$ cat config.mk
export PLATFORM = sky130hd
export DESIGN_NAME = byte_alu_sub_xor_swap
export DESIGN_NICKNAME = d
export VERILOG_FILES = /design/src/byte_file_mem.v /design/src/byte_alu_sub_xor_swap.v
export VERILOG_INCLUDE_DIRS = /design/src
export SDC_FILE = /design/constraint.sdc
export NUM_CORES = 2
export LEC_CHECK = 0
export BUFFER_PORTS_ARGS = -buffer_cell sky130_fd_sc_hd__buf_2
export CAP_MARGIN = 20
export CORE_AREA = 2 2 247 371
export CTS_BUF_LIST = sky130_fd_sc_hd__clkbuf_8
export DETAILED_ROUTE_END_ITERATION = 6
export DIE_AREA = 0 0 249 373
export PLACE_DENSITY = 0.66
export SLEW_MARGIN = 25
export SYNTH_ARGS = -nofsm -noshare
export SYNTH_HDL_FRONTEND = slang
export SYNTH_HIERARCHICAL = 1
export SYNTH_SLANG_ARGS = --single-unit
$ cat constraint.sdc
create_clock -name i_clk -period 10.2 [get_ports i_clk]
set_clock_uncertainty 0.2 [all_clocks]
set_input_delay 1.53 -clock i_clk [delete_from_list [all_inputs] [get_ports i_clk]]
set_output_delay 1.53 -clock i_clk [all_outputs]
set_load 0.1 [all_outputs]
$ cat src/byte_alu_defs.vh
`ifndef BYTE_ALU_DEFS_VH
`define BYTE_ALU_DEFS_VH

`define ADDR_WIDTH        7
`define DATA_WIDTH        8
`define FILE_DEPTH        128
`define ACC_RESET         8'h00
`define FILE_RESET        8'h00

`define OP_WIDTH          3
`define OP_NONE           3'h0
`define OP_SUB_ACC_FILE   3'h1
`define OP_XOR_ACC_FILE   3'h2
`define OP_SWAP_NIBBLES   3'h3
`define OP_XOR_LIT_ACC    3'h4

`define DEST_ACC          1'b0
`define DEST_FILE         1'b1

`define STATUS_CARRY_BIT  0
`define STATUS_DC_BIT     1
`define STATUS_ZERO_BIT   2
`define STATUS_RESET      3'h0

`define APB_ADDR_WIDTH    12
`define REG_ACC           12'h000
`define REG_STATUS        12'h004
`define REG_COMMAND       12'h008
`define REG_FILE_ADDR     12'h00C
`define REG_FILE_DATA     12'h010

`endif

$ cat src/byte_file_mem.v
`timescale 1ns/10ps
`default_nettype none
`include "byte_alu_defs.vh"

module byte_file_mem (
    input  wire                     i_clk,
    input  wire                     i_wr_en,
    input  wire [`ADDR_WIDTH-1:0]   i_wr_addr,
    input  wire [`DATA_WIDTH-1:0]   i_wr_data,
    input  wire [`ADDR_WIDTH-1:0]   i_rd_addr,
    output reg  [`DATA_WIDTH-1:0]   o_rd_data
);
    reg [`DATA_WIDTH-1:0] mem [0:`FILE_DEPTH-1];
    integer k;

    // No reset on the array; contents start cleared for simulation only
    initial begin
        for (k = 0; k < `FILE_DEPTH; k = k + 1) begin
            mem[k] = `FILE_RESET;
        end
    end

    always @(posedge i_clk) begin
        if (i_wr_en) begin
            mem[i_wr_addr] <= i_wr_data;
        end
        o_rd_data <= mem[i_rd_addr];
    end
endmodule // byte_file_mem

`default_nettype wire

$ cat src/byte_alu_sub_xor_swap.v
// Overview of operation
// - File minus accumulator; carry and digit carry are not-borrow of byte and nibble.
// - Accumulator XOR file byte; only zero flag changes.
// - Swap nibbles of file byte; no flag changes.
// - Accumulator XOR 8-bit literal into accumulator; only zero flag changes.
// - Destination bit 0 writes accumulator, 1 writes back the file byte; the literal XOR always writes the accumulator.
// - Seven-bit file address selects one of 128 bytes for file operations.
//
// The register addresses and the APB register port were left to the implementer.
`timescale 1ns/10ps
`default_nettype none
`include "byte_alu_defs.vh"

module byte_alu_sub_xor_swap (
    input  wire                         i_clk,
    input  wire                         i_reset,
    input  wire                         i_psel,
    input  wire                         i_penable,
    input  wire                         i_pwrite,
    input  wire [`APB_ADDR_WIDTH-1:0]   i_paddr,
    input  wire [31:0]                  i_pwdata,
    input  wire [3:0]                   i_pstrb,
    output wire                         o_pready,
    output reg  [31:0]                  o_prdata,
    output reg                          o_pslverr,
    output wire                         o_busy
);
    localparam [4:0] ST_IDLE  = 5'h01;
    localparam [4:0] ST_FETCH = 5'h02;
    localparam [4:0] ST_EXEC  = 5'h04;
    localparam [4:0] ST_MRD   = 5'h08;
    localparam [4:0] ST_RESP  = 5'h10;

    reg [4:0]               state;
    reg [`DATA_WIDTH-1:0]   acc;
    reg [2:0]               status;
    reg [`OP_WIDTH-1:0]     op;
    reg                     dest;
    reg [`ADDR_WIDTH-1:0]   file_addr;
    reg [`DATA_WIDTH-1:0]   literal;
    reg [`ADDR_WIDTH-1:0]   peek_addr;

    reg                     mem_wr_en;
    reg [`ADDR_WIDTH-1:0]   mem_wr_addr;
    reg [`DATA_WIDTH-1:0]   mem_wr_data;
    wire [`DATA_WIDTH-1:0]  file_byte;
    wire [`ADDR_WIDTH-1:0]  mem_rd_addr;

    reg [`DATA_WIDTH-1:0]   next_result;
    reg [2:0]               next_status;
    reg [`DATA_WIDTH:0]     diff;
    reg [4:0]               ndiff;

    wire access   = i_psel && i_penable;
    wire is_write = access && i_pwrite;
    wire is_read  = access && !i_pwrite;
    wire setup    = i_psel && !i_penable;
    // Transfers that must wait for the memory or the datapath
    wire slow     = (is_read && i_paddr == `REG_FILE_DATA)
                    || (is_write && i_paddr == `REG_COMMAND);

    function is_zero;
        input [`DATA_WIDTH-1:0] value;
        begin
            is_zero = (value == `DATA_WIDTH'h00);
        end
    endfunction

    function mapped;
        input [`APB_ADDR_WIDTH-1:0] addr;
        begin
            if (addr == `REG_ACC) mapped = 1'b1;
            else if (addr == `REG_STATUS) mapped = 1'b1;
            else if (addr == `REG_COMMAND) mapped = 1'b1;
            else if (addr == `REG_FILE_ADDR) mapped = 1'b1;
            else if (addr == `REG_FILE_DATA) mapped = 1'b1;
            else mapped = 1'b0;
        end
    endfunction

    // Reserved op codes run the sequence but change nothing
    function valid_op;
        input [`OP_WIDTH-1:0] code;
        begin
            if (code == `OP_SUB_ACC_FILE) valid_op = 1'b1;
            else if (code == `OP_XOR_ACC_FILE) valid_op = 1'b1;
            else if (code == `OP_SWAP_NIBBLES) valid_op = 1'b1;
            else if (code == `OP_XOR_LIT_ACC) valid_op = 1'b1;
            else valid_op = 1'b0;
        end
    endfunction

    // Read data and error are loaded in the setup cycle, so most accesses
    // answer at once; file reads and commands wait for the memory or datapath
    assign o_pready    = (state == ST_RESP) || (access && (state == ST_IDLE) && !slow);
    assign o_busy      = (state == ST_FETCH) || (state == ST_EXEC);
    // Operations read their own operand; otherwise the peek address is read
    assign mem_rd_addr = ((state == ST_FETCH) || (state == ST_EXEC)) ? file_addr
                         : peek_addr;

    // Array has no reset; file bytes read as left by the last write
    byte_file_mem u_file (
        .i_clk     (i_clk),
        .i_wr_en   (mem_wr_en),
        .i_wr_addr (mem_wr_addr),
        .i_wr_data (mem_wr_data),
        .i_rd_addr (mem_rd_addr),
        .o_rd_data (file_byte)
    );

    always @* begin
        // Top bit of each widened difference is the borrow
        diff        = {1'b0, file_byte} - {1'b0, acc};
        ndiff       = {1'b0, file_byte[3:0]} - {1'b0, acc[3:0]};
        next_result = acc;
        next_status = status;
        case (op)
            `OP_SUB_ACC_FILE: begin
                next_result = diff[`DATA_WIDTH-1:0];
                next_status[`STATUS_CARRY_BIT] = ~diff[`DATA_WIDTH];
                next_status[`STATUS_DC_BIT]    = ~ndiff[4];
                next_status[`STATUS_ZERO_BIT]  = is_zero(diff[`DATA_WIDTH-1:0]);
            end
            `OP_XOR_ACC_FILE: begin
                next_result = acc ^ file_byte;
                next_status[`STATUS_ZERO_BIT] = is_zero(acc ^ file_byte);
            end
            `OP_SWAP_NIBBLES: begin
                next_result = {file_byte[3:0], file_byte[7:4]};
            end
            `OP_XOR_LIT_ACC: begin
                next_result = acc ^ literal;
                next_status[`STATUS_ZERO_BIT] = is_zero(acc ^ literal);
            end
            default: begin
                next_result = acc;
            end
        endcase
    end

    always @(posedge i_clk) begin
        if (i_reset) begin
            state       <= ST_IDLE;
            acc         <= `ACC_RESET;
            status      <= `STATUS_RESET;
            op          <= `OP_NONE;
            dest        <= `DEST_ACC;
            file_addr   <= 7'h00;
            literal     <= 8'h00;
            peek_addr   <= 7'h00;
            mem_wr_en   <= 1'b0;
            mem_wr_addr <= 7'h00;
            mem_wr_data <= 8'h00;
            o_prdata    <= 32'h00000000;
            o_pslverr   <= 1'b0;
        end else begin
            mem_wr_en <= 1'b0;
            case (state)
                ST_IDLE: begin
                    // Pready is combinational, so the answer must already stand
                    // in the access cycle; it is prepared during setup
                    if (setup) begin
                        o_pslverr <= !mapped(i_paddr);
                    end
                    if (setup && !i_pwrite) begin
                        if (i_paddr == `REG_ACC) o_prdata <= {24'h000000, acc};
                        else if (i_paddr == `REG_STATUS) o_prdata <= {29'h0, status};
                        else if (i_paddr == `REG_COMMAND)
                            o_prdata <= {8'h00, literal, 1'b0, file_addr, 4'h0, dest, op};
                        else if (i_paddr == `REG_FILE_ADDR) o_prdata <= {25'h0, peek_addr};
                        else if (i_paddr != `REG_FILE_DATA) o_prdata <= 32'h00000000;
                    end
                    // Unmapped writes fall through with no effect
                    if (is_write && i_paddr == `REG_ACC) begin
                        if (i_pstrb[0]) acc <= i_pwdata[7:0];
                    end else if (is_write && i_paddr == `REG_STATUS) begin
                        if (i_pstrb[0]) status <= i_pwdata[2:0];
                    end else if (is_write && i_paddr == `REG_FILE_ADDR) begin
                        if (i_pstrb[0]) peek_addr <= i_pwdata[6:0];
                    end else if (is_write && i_paddr == `REG_FILE_DATA) begin
                        mem_wr_en   <= i_pstrb[0];
                        mem_wr_addr <= peek_addr;
                        mem_wr_data <= i_pwdata[7:0];
                    end else if (is_write && i_paddr == `REG_COMMAND) begin
                        op        <= i_pwdata[2:0];
                        dest      <= i_pwdata[3];
                        file_addr <= i_pwdata[14:8];
                        literal   <= i_pwdata[23:16];
                        state     <= ST_FETCH;
                    end else if (is_read && i_paddr == `REG_FILE_DATA) begin
                        state <= ST_MRD;
                    end
                end
                ST_FETCH: begin
                    state <= ST_EXEC;
                end
                ST_EXEC: begin
                    status <= next_status;
                    if (valid_op(op)) begin
                        if (op == `OP_XOR_LIT_ACC || dest == `DEST_ACC) begin
                            acc <= next_result;
                        end else begin
                            mem_wr_en   <= 1'b1;
                            mem_wr_addr <= file_addr;
                            mem_wr_data <= next_result;
                        end
                    end
                    state <= ST_RESP;
                end
                ST_MRD: begin
                    // Memory output was loaded at the access edge from the peek address
                    o_prdata <= {24'h000000, file_byte};
                    state    <= ST_RESP;
                end
                ST_RESP: begin
                    state <= ST_IDLE;
                end
                default: begin
                    state <= ST_IDLE;
                end
            endcase
        end
    end
endmodule // byte_alu_sub_xor_swap

`default_nettype wire

### After elaboration in Yosys (flattened, before gate mapping)

Memory sizes are Yosys's and may differ from the RTL's. A register that Yosys moved wholly into a read port is not among the register bits.
Cells that the tools add are included.

* RAM bits: 1024
* bits of input ports: 53
* memories kept: 1
* bits in registers: 91

* reductions and logical operators: 37
* multiplexer cells: 64
* bitwise gates (word level): 9
* $add $sub $neg: 2
* equality and inequality tests: 30

Memories
* u_file.mem: depth 128, bits a word 8, rd ports 1, clocked after Yosys merged registers in 1, write ports 1, RTL line byte_file_mem.v:13 `` reg [`DATA_WIDTH-1:0] mem [0:`FILE_DEPTH-1]; ``

Operator list (number)
* two-way mux 32 bit: 6
* two-way mux 8 bit: 10
* case mux 32 bit (2 select lines): 1
* two-way mux 7 bit: 7
* case mux 8 bit (2 select lines): 2
* case mux 8 bit (4 select lines): 1
* two-way mux 5 bit: 6
* AND reduction 5 bit: 5
* == test 12 x 4 -> 1 bit (second input constant): 2
* logical NOT 8 bit: 3
* two-way mux 1 bit: 22
* XOR 8 bit: 2
* case mux 5 bit (3 select lines): 1
* inequality test 2 x 1 -> 1 bit (second input constant): 7
* case mux 7 bit (2 select lines): 1
* logical AND 1 bit: 13
* == test 12 x 3 -> 1 bit (second input constant): 1
* == test 12 x 5 -> 1 bit (second input constant): 1
* logical NOT 12 bit: 1
* inequality test 12 x 5 -> 1 bit (second input constant): 1
* inequality test 2 bit (second input constant): 6
* two-way mux 3 bit: 3
* subtractor 8 x 8 -> 9 bit: 1
* NOT 1 bit: 7
* 24 further kinds: 32

### Depth between registers and ports, before layout

* word-level depth: 10
* gate-level depth with buffers: 13
* depth with buffers taken out: 10

### Modules after synthesis

Netlist, hierarchy kept.

Modules (own cells, without submodules)
* byte_file_mem: cells an instance 1635, times used 1, area an instance 39670.5 sq um
* byte_alu_sub_xor_swap: cells an instance 597, times used 1, area an instance 4809.6 sq um

### Least setup slack after synthesis

Ideal clock, no wire load.

* path kind: input to output
* start point: in i_paddr[9]
* end point: out o_pready
* path buffers: 0
* data arrival time: 2803 ps
* setup slack: 5667 ps
* cell stages on the path: 4
* path through: nor4_4 -> nand3_1 -> a211o_1 -> a32o_1

* longest elaborated chain between the ends: 6

RTL lines
* start: declaration: RTL line byte_alu_sub_xor_swap.v:20 `` input wire [`APB_ADDR_WIDTH-1:0] i_paddr, ``
* == test 12 x 5 -> 1 bit (no source line) / == test 12 x 4 -> 1 bit (equally long branches)
* logical AND 1 bit (no source line)
* logical OR 1 bit (*): RTL line byte_alu_sub_xor_swap.v:59 `` wire slow = (is_read && i_paddr == `REG_FILE_DATA) ``
* logical NOT 1 bit (*): RTL line byte_alu_sub_xor_swap.v:95 `assign o_pready = (state == ST_RESP) || (access && (state == ST_IDLE) && !slow);`
* logical AND 1 bit (*): RTL line byte_alu_sub_xor_swap.v:95
* logical OR 1 bit (*): RTL line byte_alu_sub_xor_swap.v:95
* end: declaration: RTL line byte_alu_sub_xor_swap.v:23 `output wire o_pready,`

Mark *: on every way between the ends. The rest lies on a longest branch, timed or not.

### Final worst setup path

* start point: reg state[0]
* end point: reg u_file.o_rd_data[5], read port of u_file.mem

* longest elaborated chain between the ends: 3

RTL lines
* start: declaration: RTL line byte_alu_sub_xor_swap.v:34 `reg [4:0] state;`
* start signal: assignment: RTL line byte_alu_sub_xor_swap.v:143 `state <= ST_IDLE;`
* start signal: assignment: RTL line byte_alu_sub_xor_swap.v:189 `state <= ST_FETCH;`
* start signal: assignment: RTL line byte_alu_sub_xor_swap.v:191 `state <= ST_MRD;`
* == test 5 x 2 -> 1 bit / == test 5 x 3 -> 1 bit (equally long branches): RTL line byte_alu_sub_xor_swap.v:98 `assign mem_rd_addr = ((state == ST_FETCH) || (state == ST_EXEC)) ? file_addr`
* logical OR 1 bit (*): RTL line byte_alu_sub_xor_swap.v:98
* two-way mux 7 bit (*): RTL line byte_alu_sub_xor_swap.v:98
* via mem_rd_addr[0]: RTL line byte_alu_sub_xor_swap.v:47 `` wire [`ADDR_WIDTH-1:0] mem_rd_addr; ``
* end: declaration: RTL line byte_file_mem.v:11 `` output reg [`DATA_WIDTH-1:0] o_rd_data ``

The timed path passes the listed nets; every way through them passes the cells marked *.
A chain may end at the register's enable or synchronous reset.

==> results.md <==
* Final Hold Slack at 0.276 ns
* Post-synthesis cell area at 44500 sq um
* Clock-pin slew on the worst setup and hold paths at 0.07 ns
* Layout area overhead at 9.98%
* Final ANT Viol Nets at 0
* GRT Overall Usage at 0.229
* LEAKAGE at 0.0133 uW
* Largest net degree at the start of global routing at 160
* Starting density of the core at 0.496
* Synth Area in Compound Gates at 0.0225
* Asr flop ratio synth at 0
* Prevailing post-synth register cell: edfxtp_1
* Endpoints failing setup at 0
* Worst path most repeated cell: mux4_2
* Placeable Area at 89700 sq um
* Buffers & Inverters on Critical Path at 2
* Cts bufs inserted at 152
* Type of the worst setup path: flip-flop to flip-flop
* Synth warnings at 6
* Crit Reg-Reg Startpoint: state[0]$_SDFFE_PP1P_
* Count leader, synth: edfxtp_1
* Hold Path Cell Cnt at 1
* Kind of cell adding the most delay to the critical path: multiplexers
* CTS tree: done
* Yosys cell types at 76
* # hold bufs at CTS at 0
* Syn avg cell area at 19.9 sq um
* Top cells by area, synth: edfxtp_1 69%, mux4_2 17%, dfxtp_1 4.1%, nor2_1 1.6%, nand2_1 0.94%
* HPWL Detailed at 65000 um
* Mux cell area share after synthesis at 0.178
* R2r worst-path depth at 10
* Vias in the first global route at 23.2k
* FMAX at 180 MHz
* Die height at 373 um
* Max Root-Sink Buffers at 3
* Crit path DAT at 6.08 ns
* Max-slew headroom at 0.0848
* Remaining Overflow, GRT at 0
* CP Launch Type: flip-flop
* Hold Path End: o_prdata[21]$_SDFFE_PP0P_
* Peak supply drop at 112 uV
* Post-CTS setup buffers at 0
* HP Start: o_prdata[21]$_SDFFE_PP0P_
* Top cells by count, synth: 1024 x edfxtp_1, 340 x mux4_2, 195 x nor2_1
* Root Driver: clkbuf_8
* Critical R2R Capture: u_file/o_rd_data[5]$_DFF_P_
* Vias per cell at 6.13
* Synth area leader: edfxtp_1
* EDFF count, synth at 1024
* Clock latency on the worst-skew pair at 0.85 ns
* Post-synth top area share at 0.691
* RSZ-0062 raised after global routing: false
* Clock H-tree levels at 4
* Pwr dens at 168 nW/um^2
* Setup TNS at 0 ns
* First-pass GRT wire length at 155000 um
* Boundary Pins at 88
* # resized after CTS at 0
* Wire per inst at 28.6 um
* Final Hold Fails at 0
* Status: complete, no violations
* Pre-antenna DRT Iters at 6
* Main combinational cell family by area after synthesis: multiplexers
* Xor/xnor share of the synthesized area at 0.00295
* Total Nets Final at 2422
* Worst Tran Pin Value at 1.37 ns
* CP Max Fanout at 44
* Synth Register Bits at 1114
* Critical path, cell by cell: nor3_2 > nand2b_1 > clkinv_1 > nand2_1 > nand2_4 > buf_4 > mux4_2 > mux4_2 > mux4_2 > mux2_2
* Post-Synth Adder-Cell Area at 0.00298
* Routed WL at 104000 um
* Worst setup EP type: flip-flop
* Layout cell share with drive strength beyond 1 at 0.278
* # clock sinks at 1114
* # rows at 135
* Drt drc at 0
* Chip Width at 249 um
* Initial DRC count at 2239
* Max stage delay on crit path at 0.81 ns
* Seq/Total Area, Yosys at 0.732
* Crit-path slowest cell: buf_4
* Port bufs at 66
* Final period utilization at 0.545
* Fin. max-slew vios at 0
* Required @ worst endpoint at 10.72 ns
* Maxcap violations at 0
* GPL Wtd Cong at 0.895
* Synth Instances at 2232
* Post-Synth Simple-Gate Area at 0.0451
* Fin crit period at 5.56 ns
* Reg2reg setup slack at 4.64 ns
* Vias at 22.4k
* Die area at 92900 sq um
* Hold Crit Class: flip-flop to flip-flop
* Initial antenna violation count at 1
power breakdown:
group | switching [uW] | internal, uW
logic | 46.6 | 12.2
clock network | 1650 | 1600
registers | 0.573 | 4910
total | 1700 | 6510
worst register-to-register path, cell delays in order, from the launching register on:
cell and delay (ns):
dfxtp_1 0.40, nor3_2 0.34, nand2b_1 0.38, clkinv_1 0.33, nand2_1 0.13, nand2_4 0.68, buf_4 0.86, mux4_2 0.69
mux4_2 0.57, mux4_2 0.58, mux2_2 0.31
stage by stage:
step | total power (uW) | utilization | instance area (sq um) | cells | setup slack (ns)
after floorplan | 5050 | - | 44500 | 2240 | 5.67
after global placement | 5060 | 0.513 | 46000 | 3368 | 4.47
after detailed placement | 5060 | 0.513 | 46000 | 3368 | 4.60
after CTS | 8290 | 0.545 | 48900 | 3642 | 4.59
after global routing | 8480 | 0.545 | 48900 | 3644 | 4.37
final | 8210 | 0.545 | 48900 | 3645 | 4.64
registers in the layout, summed over array words and instances (netlist names), 3 cells and up:
register and flops:
acc 8, file_addr 7, literal 8, mem_wr_addr 7, mem_wr_data 8, o_prdata 23, op 3, peek_addr 7
state 5, status 3, u_file/mem 1024, u_file/o_rd_data 8
kinds of logic after synthesis:
kind of cell               after synthesis
xor gates and xnor gates                15
AOI/OAI and AO/OA                      143
muxes                                  366
other                                    1
DFF                                   1114
adders and majority gates               10
buffers and inverters                  153
and+or+nand+nor                        430
worst max-delay path by stage:
| stage | start | to | cells past startpoint |
|---|---|---|---|
| 2_1_floorplan | i_paddr[9] | o_pready | 4 |
| 3_3_place_gp | state[0]$_SDFFE_PP1P_ | u_file/o_rd_data[2]$_DFF_P_ | 10 |
| 3_5_place_dp | state[0]$_SDFFE_PP1P_ | u_file/o_rd_data[5]$_DFF_P_ | 10 |
| 4_1_cts | state[0]$_SDFFE_PP1P_ | u_file/o_rd_data[5]$_DFF_P_ | 10 |
| 5_1_grt | state[0]$_SDFFE_PP1P_ | u_file/o_rd_data[5]$_DFF_P_ | 10 |
| 6_report | state[0]$_SDFFE_PP1P_ | u_file/o_rd_data[5]$_DFF_P_ | 10 |
area by class of cell:
class / count / area (sq um)
Clock buffer: 160 / 2200
Tap cell: 1164 / 1460
Sequential cell: 1114 / 32600
Fill cell: 6824 / 40800
Clock inverter: 114 / 671
Antenna cell: 2 / 5.00
Timing Repair Buffer: 101 / 646
Inverter: 17 / 63.8
Multi-Input combinational cell: 973 / 11300
metal layers:
metal  global-route usage  wire length (um)  vias up
li1                     -                 -     9417
met1                0.279             38500    11800
met2                0.401             55100      912
met3               0.0444              6500      208
met4               0.0925              4150        0
met5                    0                 0        -
placed cells by master (no fill, tap or decap), types with 18 or more instances in the layout:
master	instances
a22o_1	18
clkinv_1	32
nor2_1	193
dfxtp_1	82
edfxtp_1	1024
a21oi_1	43
buf_2	66
mux4_2	340
clkbuf_8	160
buf_4	30
nand2_1	107
inv_1	56
clkinv_2	22
nand3_1	26
(Power assumes the default switching activity.)
